## src/core/uftr_pkg.sv

```systemverilog
// What this block does
// - frame is start, 5..9 data bits, optional even/odd parity, 1 or 2 stops
// - start bit low, stop bits high, line rests high when idle
// - even parity bit is one for odd ones count, odd parity the reverse
// - receiver recomputes parity and flags a mismatch
// - master spi frame is eight bits, no framing, msb or lsb first
// - next spi frame may follow at once or line returns high
// - enabled transmitter overrides the output pin and drives the stream
// - one-wire mode turns the shared pin to output when transmitter on
// - holding buffer loads shifter when idle or right after last stop
// - frame done with empty holding buffer sets transmit complete flag
// - unused upper transmit bits are ignored for short characters
// - transmitter disable waits until shifter and buffer are empty
// - disabled transmitter releases the pin as an input
// - reception starts on valid start, sampled up to the first stop
// - first stop moves frame into buffer and sets receive complete
// - unused upper received bits read as zero
// - error flags travel in the fifo; reading the low byte advances it
// - lin mode checks parity only on the protected identifier
// - lin identifier parity error if p0 or p1 equation fails
// - bit level is majority of samples 8..10 of 16 or 4..6 of 8
// - first stop sampled as zero sets the frame error flag
// - receiver disable is immediate, flushes buffer and current frame
package uftr_pkg;
  localparam int unsigned CHAR_W = 9;
  localparam int unsigned FIFO_DEPTH = 32;
  localparam int unsigned SPI_BITS = 8;
  localparam logic [4:0] SAMPLES_NORMAL = 5'h10;
  localparam logic [4:0] SAMPLES_DOUBLE = 5'h08;
  localparam logic [4:0] VOTE_FIRST_NORMAL = 5'h08;
  localparam logic [4:0] VOTE_FIRST_DOUBLE = 5'h04;
  localparam logic [1:0] PAR_NONE = 2'h0;
  localparam logic [1:0] PAR_EVEN = 2'h2;
  localparam logic [1:0] PAR_ODD = 2'h3;
  localparam logic [4:0] CNT_RST = 5'h00;
  localparam logic [3:0] BIT_RST = 4'h0;
  localparam logic [8:0] DATA_RST = 9'h000;

  typedef struct packed {
    logic tx_enable;
    logic rx_enable;
    logic spi_master;
    logic one_wire;
    logic double_speed;
    logic receiver_mode_field; // lin mode when set
    logic [1:0] parity_select;
    logic two_stop;
    logic [3:0] char_size; // 5..9 data bits
    logic bit_order_select; // spi: high means lsb first
  } uftr_cfg_t;

  typedef struct packed {
    logic frame_error;
    logic overflow;
    logic parity_error;
    logic [8:0] data;
  } uftr_rx_entry_t;

  localparam int unsigned ENTRY_W = $bits(uftr_rx_entry_t);

  typedef enum logic [2:0] {TX_IDLE, TX_START, TX_DATA, TX_PARITY, TX_STOP} uftr_tx_state_t;
  typedef enum logic [1:0] {RX_IDLE, RX_START, RX_BITS} uftr_rx_state_t;
endpackage

```

## src/core/uftr_fifo.sv

```systemverilog
`timescale 1ns/100ps
`default_nettype none
module uftr_fifo #(
  parameter int unsigned WIDTH = 12,
  parameter int unsigned DEPTH = 32
) (
  input wire logic core_clk,
  input wire logic rst,
  input wire logic flush,
  input wire logic in_valid,
  output logic in_ready,
  input wire logic [WIDTH-1:0] in_data,
  output logic out_valid,
  input wire logic out_ready,
  output logic [WIDTH-1:0] out_data
);
  localparam int unsigned AW = $clog2(DEPTH);
  localparam int unsigned CW = $clog2(DEPTH + 1);
  localparam logic [CW-1:0] FULL_CNT = CW'(DEPTH);

  logic [WIDTH-1:0] mem_q [DEPTH];
  logic [AW-1:0] wr_q, wr_d, rd_q, rd_d;
  logic [CW-1:0] cnt_q, cnt_d;
  logic ready_q, ready_d, valid_q, valid_d, do_wr, do_rd;

  // pointers and fill level; flags are registered from the next count
  always_comb begin
    do_wr = in_valid && ready_q;
    do_rd = out_ready && valid_q;
    wr_d = do_wr ? wr_q + 1'b1 : wr_q;
    rd_d = do_rd ? rd_q + 1'b1 : rd_q;
    cnt_d = cnt_q + CW'(do_wr) - CW'(do_rd);
    if (flush) begin
      wr_d = '0;
      rd_d = '0;
      cnt_d = '0;
    end
    ready_d = cnt_d != FULL_CNT;
    valid_d = cnt_d != '0;
  end

  always_ff @(posedge core_clk or posedge rst) begin
    if (rst) begin
      wr_q <= '0;
      rd_q <= '0;
      cnt_q <= '0;
      ready_q <= 1'b1;
      valid_q <= 1'b0;
    end else begin
      wr_q <= wr_d;
      rd_q <= rd_d;
      cnt_q <= cnt_d;
      ready_q <= ready_d;
      valid_q <= valid_d;
    end
  end

  // storage has no reset; out_data shows mem_q[rd_q] even when no written entry is held
  always_ff @(posedge core_clk) begin
    if (do_wr && !flush) begin
      mem_q[wr_q] <= in_data;
    end
  end

  assign in_ready = ready_q;
  assign out_valid = valid_q;
  assign out_data = mem_q[rd_q];
endmodule
`default_nettype wire

```

## src/core/uftr_core.sv

```systemverilog
`timescale 1ns/100ps
`default_nettype none
module uftr_core (
  input wire logic core_clk,
  input wire logic rst,
  input wire uftr_pkg::uftr_cfg_t cfg,
  input wire logic sample_tick, // one pulse per sample period from the baud divider
  input wire logic tx_write,
  input wire logic [8:0] transmit_holding,
  input wire logic tx_complete_clear,
  input wire logic rxd_pin,
  input wire logic lin_pid_frame,
  input wire logic receive_low_read,
  output logic txd_out,
  output logic txd_oe,
  output logic pin_override,
  output logic sck_out,
  output logic tx_buffer_empty_flag,
  output logic tx_complete_flag,
  output logic rx_complete_flag,
  output logic [8:0] receive_holding,
  output logic frame_error_flag,
  output logic overflow_flag,
  output logic parity_error_flag
);
  import uftr_pkg::*;

  // mask of the live character bits
  function automatic logic [8:0] char_mask(input logic [3:0] n);
    char_mask = 9'h1FF >> (4'h9 - n);
  endfunction

  function automatic logic maj3(input logic [2:0] s);
    maj3 = (s[0] & s[1]) | (s[0] & s[2]) | (s[1] & s[2]);
  endfunction

  function automatic logic [8:0] rev8(input logic [8:0] v);
    logic [8:0] r;
    r = DATA_RST;
    for (int i = 0; i < 8; i++) begin
      r[i] = v[7 - i];
    end
    rev8 = r;
  endfunction

  logic [4:0] bit_len, vote_first;
  logic par_en;
  logic [3:0] nbits;

  // per-mode frame shape
  always_comb begin
    bit_len = cfg.double_speed ? SAMPLES_DOUBLE : SAMPLES_NORMAL;
    vote_first = cfg.double_speed ? VOTE_FIRST_DOUBLE : VOTE_FIRST_NORMAL;
    par_en = cfg.parity_select[1] && !cfg.spi_master && !cfg.receiver_mode_field;
    nbits = cfg.spi_master ? 4'(SPI_BITS) : cfg.char_size;
  end

  // ---------------- transmitter ----------------
  uftr_tx_state_t tx_st_q, tx_st_d;
  logic [4:0] tx_cnt_q, tx_cnt_d;
  logic [3:0] tx_bit_q, tx_bit_d;
  logic [8:0] tx_sh_q, tx_sh_d, hold_q, hold_d, load_val;
  logic tx_par_q, tx_par_d, hold_empty_q, hold_empty_d;
  logic txc_q, txc_d, tx_on_q, tx_on_d;
  logic txd_q, txd_d, sck_q, sck_d;
  logic tx_bit_end, frame_done, spi_sample, spi_last;

  // transmit sequencing, holding buffer and complete flag
  always_comb begin
    tx_st_d = tx_st_q;
    tx_cnt_d = tx_cnt_q;
    tx_bit_d = tx_bit_q;
    tx_sh_d = tx_sh_q;
    tx_par_d = tx_par_q;
    hold_d = hold_q;
    hold_empty_d = hold_empty_q;
    txc_d = txc_q;
    frame_done = 1'b0;
    spi_sample = 1'b0;
    spi_last = 1'b0;
    load_val = hold_q & char_mask(nbits);
    tx_bit_end = sample_tick && tx_cnt_q == bit_len - 5'h01;
    // writes while the buffer is full are dropped
    if (tx_write && hold_empty_q) begin
      hold_d = transmit_holding;
      hold_empty_d = 1'b0;
    end
    if (tx_complete_clear) begin
      txc_d = 1'b0;
    end
    if (tx_st_q != TX_IDLE && sample_tick) begin
      tx_cnt_d = tx_bit_end ? CNT_RST : tx_cnt_q + 5'h01;
    end
    // receiver of spi master captures at mid-bit, on the rising clock
    spi_sample = cfg.spi_master && tx_st_q == TX_DATA && sample_tick &&
                 tx_cnt_q == (bit_len >> 1) - 5'h01;
    unique case (tx_st_q)
      TX_IDLE: ;
      TX_START: if (tx_bit_end) begin
        tx_st_d = TX_DATA;
        tx_bit_d = BIT_RST;
      end
      TX_DATA: if (tx_bit_end) begin
        tx_sh_d = tx_sh_q >> 1;
        tx_bit_d = tx_bit_q + 4'h1;
        if (tx_bit_q == nbits - 4'h1) begin
          tx_bit_d = BIT_RST;
          if (cfg.spi_master) begin
            frame_done = 1'b1;
            spi_last = 1'b1;
            tx_st_d = TX_IDLE;
          end else begin
            tx_st_d = par_en ? TX_PARITY : TX_STOP;
          end
        end
      end
      TX_PARITY: if (tx_bit_end) begin
        tx_st_d = TX_STOP;
      end
      TX_STOP: if (tx_bit_end) begin
        if (cfg.two_stop && tx_bit_q == BIT_RST) begin
          tx_bit_d = 4'h1;
        end else begin
          frame_done = 1'b1;
          tx_st_d = TX_IDLE;
        end
      end
    endcase
    // load when idle or straight after the last stop, so frames run back to back
    if (tx_st_d == TX_IDLE && !hold_empty_q && tx_on_q) begin
      tx_st_d = cfg.spi_master ? TX_DATA : TX_START;
      tx_cnt_d = CNT_RST;
      tx_bit_d = BIT_RST;
      tx_sh_d = (cfg.spi_master && !cfg.bit_order_select) ? rev8(load_val) : load_val;
      // even: one when ones count is odd; odd: the inverse
      tx_par_d = (^load_val) ^ (cfg.parity_select == PAR_ODD);
      hold_empty_d = 1'b0;
      if (!(tx_write && hold_empty_q)) begin
        hold_empty_d = 1'b1;
      end
    end else if (frame_done) begin
      txc_d = 1'b1; // set wins over clear
    end
    // disable holds off until nothing is left to send
    tx_on_d = cfg.tx_enable || tx_st_d != TX_IDLE || !hold_empty_d;
    unique case (tx_st_d)
      TX_START: txd_d = 1'b0;
      TX_DATA: txd_d = tx_sh_d[0];
      TX_PARITY: txd_d = tx_par_d;
      default: txd_d = 1'b1;
    endcase
    sck_d = cfg.spi_master && tx_st_d == TX_DATA && tx_cnt_d >= (bit_len >> 1);
  end

  always_ff @(posedge core_clk or posedge rst) begin
    if (rst) begin
      tx_st_q <= TX_IDLE;
      tx_cnt_q <= CNT_RST;
      tx_bit_q <= BIT_RST;
      tx_sh_q <= DATA_RST;
      tx_par_q <= 1'b0;
      hold_q <= DATA_RST;
      hold_empty_q <= 1'b1;
      txc_q <= 1'b0;
      tx_on_q <= 1'b0;
      txd_q <= 1'b1;
      sck_q <= 1'b0;
    end else begin
      tx_st_q <= tx_st_d;
      tx_cnt_q <= tx_cnt_d;
      tx_bit_q <= tx_bit_d;
      tx_sh_q <= tx_sh_d;
      tx_par_q <= tx_par_d;
      hold_q <= hold_d;
      hold_empty_q <= hold_empty_d;
      txc_q <= txc_d;
      tx_on_q <= tx_on_d;
      txd_q <= txd_d;
      sck_q <= sck_d;
    end
  end

  // pin ownership: driven while on, input again once released;
  // in one-wire mode the same enable turns the shared pin around
  assign txd_out = txd_q;
  assign txd_oe = tx_on_q;
  assign pin_override = tx_on_q;
  assign sck_out = sck_q;
  assign tx_buffer_empty_flag = hold_empty_q;
  assign tx_complete_flag = txc_q;

  // ---------------- receiver ----------------
  logic rx_meta_q, rx_sync_q;

  // two-stage synchroniser, the first stage feeds nothing else
  always_ff @(posedge core_clk or posedge rst) begin
    if (rst) begin
      rx_meta_q <= 1'b1;
      rx_sync_q <= 1'b1;
    end else begin
      rx_meta_q <= rxd_pin;
      rx_sync_q <= rx_meta_q;
    end
  end

  uftr_rx_state_t rx_st_q, rx_st_d;
  logic [4:0] rx_cnt_q, rx_cnt_d;
  logic [3:0] rx_bit_q, rx_bit_d;
  logic [8:0] rx_sh_q, rx_sh_d, rx_data;
  logic [2:0] vote_q, vote_d;
  logic rx_prev_q, rx_prev_d, rx_par_q, rx_par_d;
  logic push_q, push_d, ovf_pend_q, ovf_pend_d;
  uftr_rx_entry_t ent_q, ent_d, fifo_out;
  logic fifo_ready, fifo_valid, bit_val, calc_par, lin_bad;

  // sampling, majority vote, framing and overflow bookkeeping
  always_comb begin
    rx_st_d = rx_st_q;
    rx_cnt_d = rx_cnt_q;
    rx_bit_d = rx_bit_q;
    rx_sh_d = rx_sh_q;
    vote_d = vote_q;
    rx_prev_d = rx_prev_q;
    rx_par_d = rx_par_q;
    push_d = 1'b0;
    ent_d = ent_q;
    ovf_pend_d = ovf_pend_q;
    bit_val = maj3(vote_q);
    rx_data = DATA_RST;
    calc_par = 1'b0;
    lin_bad = 1'b0;
    if (sample_tick) begin
      rx_prev_d = rx_sync_q;
    end
    // a frame offered to a full fifo is dropped; the next stored one carries the mark
    if (push_q) begin
      if (fifo_ready) begin
        ovf_pend_d = 1'b0;
      end else begin
        ovf_pend_d = 1'b1;
      end
    end
    if (cfg.spi_master) begin
      rx_st_d = RX_IDLE;
      if (spi_sample) begin
        rx_sh_d = cfg.bit_order_select ? {rx_sync_q, rx_sh_q[8:1]} : {rx_sh_q[7:0], rx_sync_q};
      end
      if (spi_last) begin
        push_d = 1'b1;
        ent_d.data = (cfg.bit_order_select ? rx_sh_q >> 1 : rx_sh_q) & 9'h0FF;
        ent_d.frame_error = 1'b0;
        ent_d.parity_error = 1'b0;
      end
    end else if (sample_tick) begin
      rx_cnt_d = (rx_cnt_q == bit_len) ? 5'h01 : rx_cnt_q + 5'h01;
      if (rx_cnt_q >= vote_first && rx_cnt_q <= vote_first + 5'h02) begin
        vote_d = {vote_q[1:0], rx_sync_q};
      end
      bit_val = maj3({vote_q[1:0], rx_sync_q});
      unique case (rx_st_q)
        RX_IDLE: if (rx_prev_q && !rx_sync_q) begin
          rx_st_d = RX_START;
          rx_cnt_d = 5'h02; // this sample is sample 1
          rx_bit_d = BIT_RST;
        end
        RX_START: if (rx_cnt_q == vote_first + 5'h02) begin
          // a high majority was only a spike
          rx_st_d = bit_val ? RX_IDLE : RX_BITS;
        end
        RX_BITS: if (rx_cnt_q == vote_first + 5'h02) begin
          rx_bit_d = rx_bit_q + 4'h1;
          if (rx_bit_q < nbits) begin
            rx_sh_d = {bit_val, rx_sh_q[8:1]};
          end else if (par_en && rx_bit_q == nbits) begin
            rx_par_d = bit_val;
          end else begin
            // first stop ends the frame; a second stop is never waited for
            rx_st_d = RX_IDLE;
            rx_data = (rx_sh_q >> (4'h9 - nbits)) & char_mask(nbits);
            calc_par = (^rx_data) ^ (cfg.parity_select == PAR_ODD);
            // p0 = id0^id1^id2^id4, p1 = ~(id1^id3^id4^id5)
            lin_bad = (rx_data[6] != (rx_data[0] ^ rx_data[1] ^ rx_data[2] ^ rx_data[4])) ||
                      (rx_data[7] != !(rx_data[1] ^ rx_data[3] ^ rx_data[4] ^ rx_data[5]));
            push_d = 1'b1;
            ent_d.data = rx_data;
            ent_d.frame_error = !bit_val;
            ent_d.parity_error = cfg.receiver_mode_field ? (lin_pid_frame && lin_bad)
                                 : (par_en && calc_par != rx_par_q);
          end
        end
        default: rx_st_d = RX_IDLE;
      endcase
    end
    ent_d.overflow = ovf_pend_d;
    // disabling drops the frame in flight right away
    if (!cfg.rx_enable) begin
      rx_st_d = RX_IDLE;
      push_d = 1'b0;
      ovf_pend_d = 1'b0;
    end
  end

  always_ff @(posedge core_clk or posedge rst) begin
    if (rst) begin
      rx_st_q <= RX_IDLE;
      rx_cnt_q <= CNT_RST;
      rx_bit_q <= BIT_RST;
      rx_sh_q <= DATA_RST;
      vote_q <= 3'h7;
      rx_prev_q <= 1'b1;
      rx_par_q <= 1'b0;
      push_q <= 1'b0;
      ent_q <= '0;
      ovf_pend_q <= 1'b0;
    end else begin
      rx_st_q <= rx_st_d;
      rx_cnt_q <= rx_cnt_d;
      rx_bit_q <= rx_bit_d;
      rx_sh_q <= rx_sh_d;
      vote_q <= vote_d;
      rx_prev_q <= rx_prev_d;
      rx_par_q <= rx_par_d;
      push_q <= push_d;
      ent_q <= ent_d;
      ovf_pend_q <= ovf_pend_d;
    end
  end

  // frames and their error flags queue together; low-byte read pops
  uftr_fifo #(
    .WIDTH(ENTRY_W),
    .DEPTH(FIFO_DEPTH)
  ) u_rx_fifo (
    .core_clk(core_clk),
    .rst(rst),
    .flush(!cfg.rx_enable),
    .in_valid(push_q && cfg.rx_enable),
    .in_ready(fifo_ready),
    .in_data(ent_q),
    .out_valid(fifo_valid),
    .out_ready(receive_low_read),
    .out_data(fifo_out)
  );

  // head entry is held in storage flops until popped
  assign rx_complete_flag = fifo_valid;
  assign receive_holding = fifo_out.data;
  assign frame_error_flag = fifo_out.frame_error;
  assign overflow_flag = fifo_out.overflow;
  assign parity_error_flag = fifo_out.parity_error;
endmodule
`default_nettype wire

```

## config.mk

```make
export PLATFORM = sky130hd
export DESIGN_NAME = uftr_core
export DESIGN_NICKNAME = d
export VERILOG_FILES = /design/src/core/uftr_pkg.sv /design/src/core/uftr_fifo.sv /design/src/core/uftr_core.sv
export SDC_FILE = /design/constraint.sdc
export NUM_CORES = 1
export LEC_CHECK = 0
export ABC_AREA = 0
export BUFFER_PORTS_ARGS = -buffer_cell sky130_fd_sc_hd__buf_2
export CORE_MARGIN = 4
export CORE_UTILIZATION = 55
export CTS_CLUSTER_DIAMETER = 60
export CTS_CLUSTER_SIZE = 20
export DETAILED_ROUTE_END_ITERATION = 16
export GPL_TIMING_DRIVEN = 1
export HOLD_SLACK_MARGIN = 0.08
export PLACE_DENSITY = 0.76
export SYNTH_ARGS = -nofsm -noshare
export SYNTH_HDL_FRONTEND = slang
export SYNTH_SLANG_ARGS = --single-unit
```

## constraint.sdc

```tcl
create_clock -name core_clk -period 4.2 [get_ports core_clk]
set_clock_uncertainty 0.15 [all_clocks]
set_input_delay 0.42 -clock core_clk [delete_from_list [all_inputs] [get_ports core_clk]]
set_output_delay 0.42 -clock core_clk [all_outputs]
set_load 0.1 [all_outputs]
```

==> run metrics <==
Net Switching 2.92 mW; CTS Buf Count 34; crit path from u_rx_fifo.rd_q[0]$_DFFE_PP0P_; DR iter-0 viols roughly 1200; M1 wire length 18100 µm; max frequency 255 MHz; asr flop ratio synth between 10% and 20%; Bufs on Longest Clock Path 3; Setup Buffers After CTS 0; Core ar. 37600 µm²; Clock power frac a little under a third; layout cell share with drive strength beyond 1 25.1%; critical path data arrival time about 3.4 ns; Slew @ Worst Pin ~1.2 ns; port bufs 48; Die Ht 203 µm; Post-Syn Nets 1325; critical path type reg -> out; Switching Fraction between 20% and 30%; metal2 WL 20800 µm; slew margin rel. a little under a fifth; total power 10.8 mW; CTS Root Cell clkbuf_16; Worst Reg-to-Reg Cells 7; WL met3 ~3100 µm; most common cell in the netlist edfxtp_1; min Tclk post-route a little under 4 ns; CP Launch Type flop; max-cap violations 0; CP endpoint receive_holding[3]; Ports 50; Clock transition at path regs 0.08 ns; Max Used Layer met5; Row Count 71; startpoint of the worst-slack reg-to-reg timing path rx_cnt_q[2]$_DFFE_PP0P_; synth cell count leaders edfxtp_1, mux4_2, nor2_1, dfrtp_1, nand2_1; Lkg Pwr roughly 7.0 nW; crit share post-route 93.5%; via count 11300; die width around 200 µm; ANT nets after route 0; Core Util, Final approximately three fifths; nets 1406; Worst R2R Setup Slack 0.89 ns; Clock Sink Count 478; total wire length 42700 µm; fillcell total 2671; maximum VDD drop 0.517 mV; Post-Synthesis Cell Area 20900 µm²; Synth area leader edfxtp_1; crit end category primary output; CTS tree yes; Reg2Reg Capture Point ent_q[5]$_DFFE_PP0P_; global route overflow 0; setup violators final 0; Post-Syn Instances 1266; Wirelength per Cell roughly 23 µm; Clock Latency Late Sink 0.54 ns; # DRC 0; Seq pwr share 51.6%; synthesis-to-finish area growth 11.0%; max-slew violations 0; routability cong. 0.837; Yosys top cell area share 55.3%; Avg Inst Size Synth 16.5 µm²; global-route wire length before repair 67300 µm; register area share after synthesis 66.6%; antenna cells 0; Critical Path Fanout Max 26; Post-synth EDFFs 384; Starting Density between 50% and 60%; RSZ-0062 raised after global routing false; combinational share of power 17.0%; All-Layer GR Usage 21.1%; H-tree depth 2; number of synthesized register bits 478; Hold Crit Class in -> reg; Yosys cell types 77; post-DR vias/cell 5.99; Crit path required time roughly 3.6 ns; largest net degree at the start of global routing 72; outcome completed; die area 41100 µm²; Pre-antenna DRT Iters 6; Power Density 465 nW/µm²; hpwl dp roughly 28000 µm; dominant synthesized flop cell edfxtp_1; synth top area cells edfxtp_1, mux4_2, dfrtp_1, mux2_2, nor2_1; Final TNS setup 0 ns; Int Power 7.85 mW; vias in the first global route 11300; initial antenna violation count 1; Synth Warn # 0; Final Hold Viols 0
[layer usage]
layer / vias to the layer above / track usage [%]
met5: - / 0
met1: 5702 / 31.4
met4: 2 / 4.19
li1: 5075 / -
met3: 53 / 3.40
met2: 432 / 34.1
[state kept, by name, indices dropped and copies added, names as in the netlist, 6 cells and up]
register,flops
ent_q,12
hold_q,9
rx_sh_q,9
tx_sh_q,9
u_rx_fifo.cnt_q,6
u_rx_fifo.mem_q,384
[kinds of logic (layout without fill, tap and decap cells)]
| family | after synthesis | count (layout) | synth area share (%) |
|---|---|---|---|
| buffers and inverters | 103 | 206 | 1.99 |
| XOR/XNOR | 42 | 42 | 1.83 |
| AND/OR/NAND/NOR | 281 | 281 | 6.70 |
| AO/OA/AOI/OAI | 141 | 141 | 4.36 |
| multiplexers | 192 | 192 | 16.8 |
| flip-flops | 478 | 478 | 66.6 |
| adder cells (fa/ha/maj) | 29 | 29 | 1.76 |
[layout by cell type (no fill, tap or decap), types with 17 or more instances in the layout]
cell type and instances:
xnor2_1 28, mux2i_1 29, dfrtp_1 84, nand3_1 17
a21oi_1 47, nand2_1 64, mux4_2 122, inv_1 33
buf_4 47, o21ai_0 26, mux2_2 40, nor2_1 92
edfxtp_1 384, buf_2 48, ha_1 27, clkbuf_16 35
[critical path, stage by stage (launching register included)]
cell,delay (ns)
dfrtp_4,0.76
buf_12,0.30
mux4_2,0.59
mux4_2,0.54
mux2_2,0.32
buf_2,0.30
[how the worst min path moves through the flow]
stage,from,end,slack [ns],cells past startpoint
2_1_floorplan,rx_meta_q$_DFF_PP1_,rx_sync_q$_DFF_PP1_,0.20,0
3_3_place_gp,rx_meta_q$_DFF_PP1_,rx_sync_q$_DFF_PP1_,0.20,0
3_5_place_dp,rx_meta_q$_DFF_PP1_,rx_sync_q$_DFF_PP1_,0.20,0
4_1_cts,cfg[7],tx_st_q[2]$_DFF_PP0_,0.08,4
5_1_grt,lin_pid_frame,ent_q[9]$_DFFE_PP0P_,0.10,3
6_report,cfg[7],tx_st_q[2]$_DFF_PP0_,0.11,4
[power by group through the flow]
stage	sequential, mW	clock, mW	combinational [mW]
floorplan	5.61	0	1.45
global placement	5.66	0	1.79
detailed placement	5.67	0	1.82
CTS	5.56	3.45	1.84
global route	5.61	3.65	2.02
finish	5.56	3.38	1.83
[metrics by stage]
stage	hold slack, ns	cells	area (µm²)	setup WS, ns
4_1_cts	0.0841	1880	23200	0.228
5_1_grt	0.103	1880	23200	0.142
2_1_floorplan	0.195	1266	20900	0.645
6_report	0.110	1880	23200	0.272
3_5_place_dp	0.197	1807	21900	0.679
3_3_place_gp	0.197	1807	21900	0.692
[timing repair]
| item | 4_1_cts | 5_1_grt |
|---|---|---|
| hold endpoints to repair | 76 | 0 |
| hold buffers | 15 | 0 |
| gates resized for setup | 0 | 0 |
[final cells by class]
| cell class | instances | area [µm²] | share of cell area (%) |
|---|---|---|---|
| inverter | 34 | 130 | 0.562 |
| timing repair buffer | 114 | 823 | 3.55 |
| clock inverter | 15 | 203 | 0.875 |
| clock buffer | 43 | 916 | 3.95 |
| sequential | 478 | 13900 | 60.0 |
| tap | 511 | 639 | 2.76 |
| multi-input combinational | 685 | 6560 | 28.3 |
No activity file was read; power rests on OpenSTA's default activity.
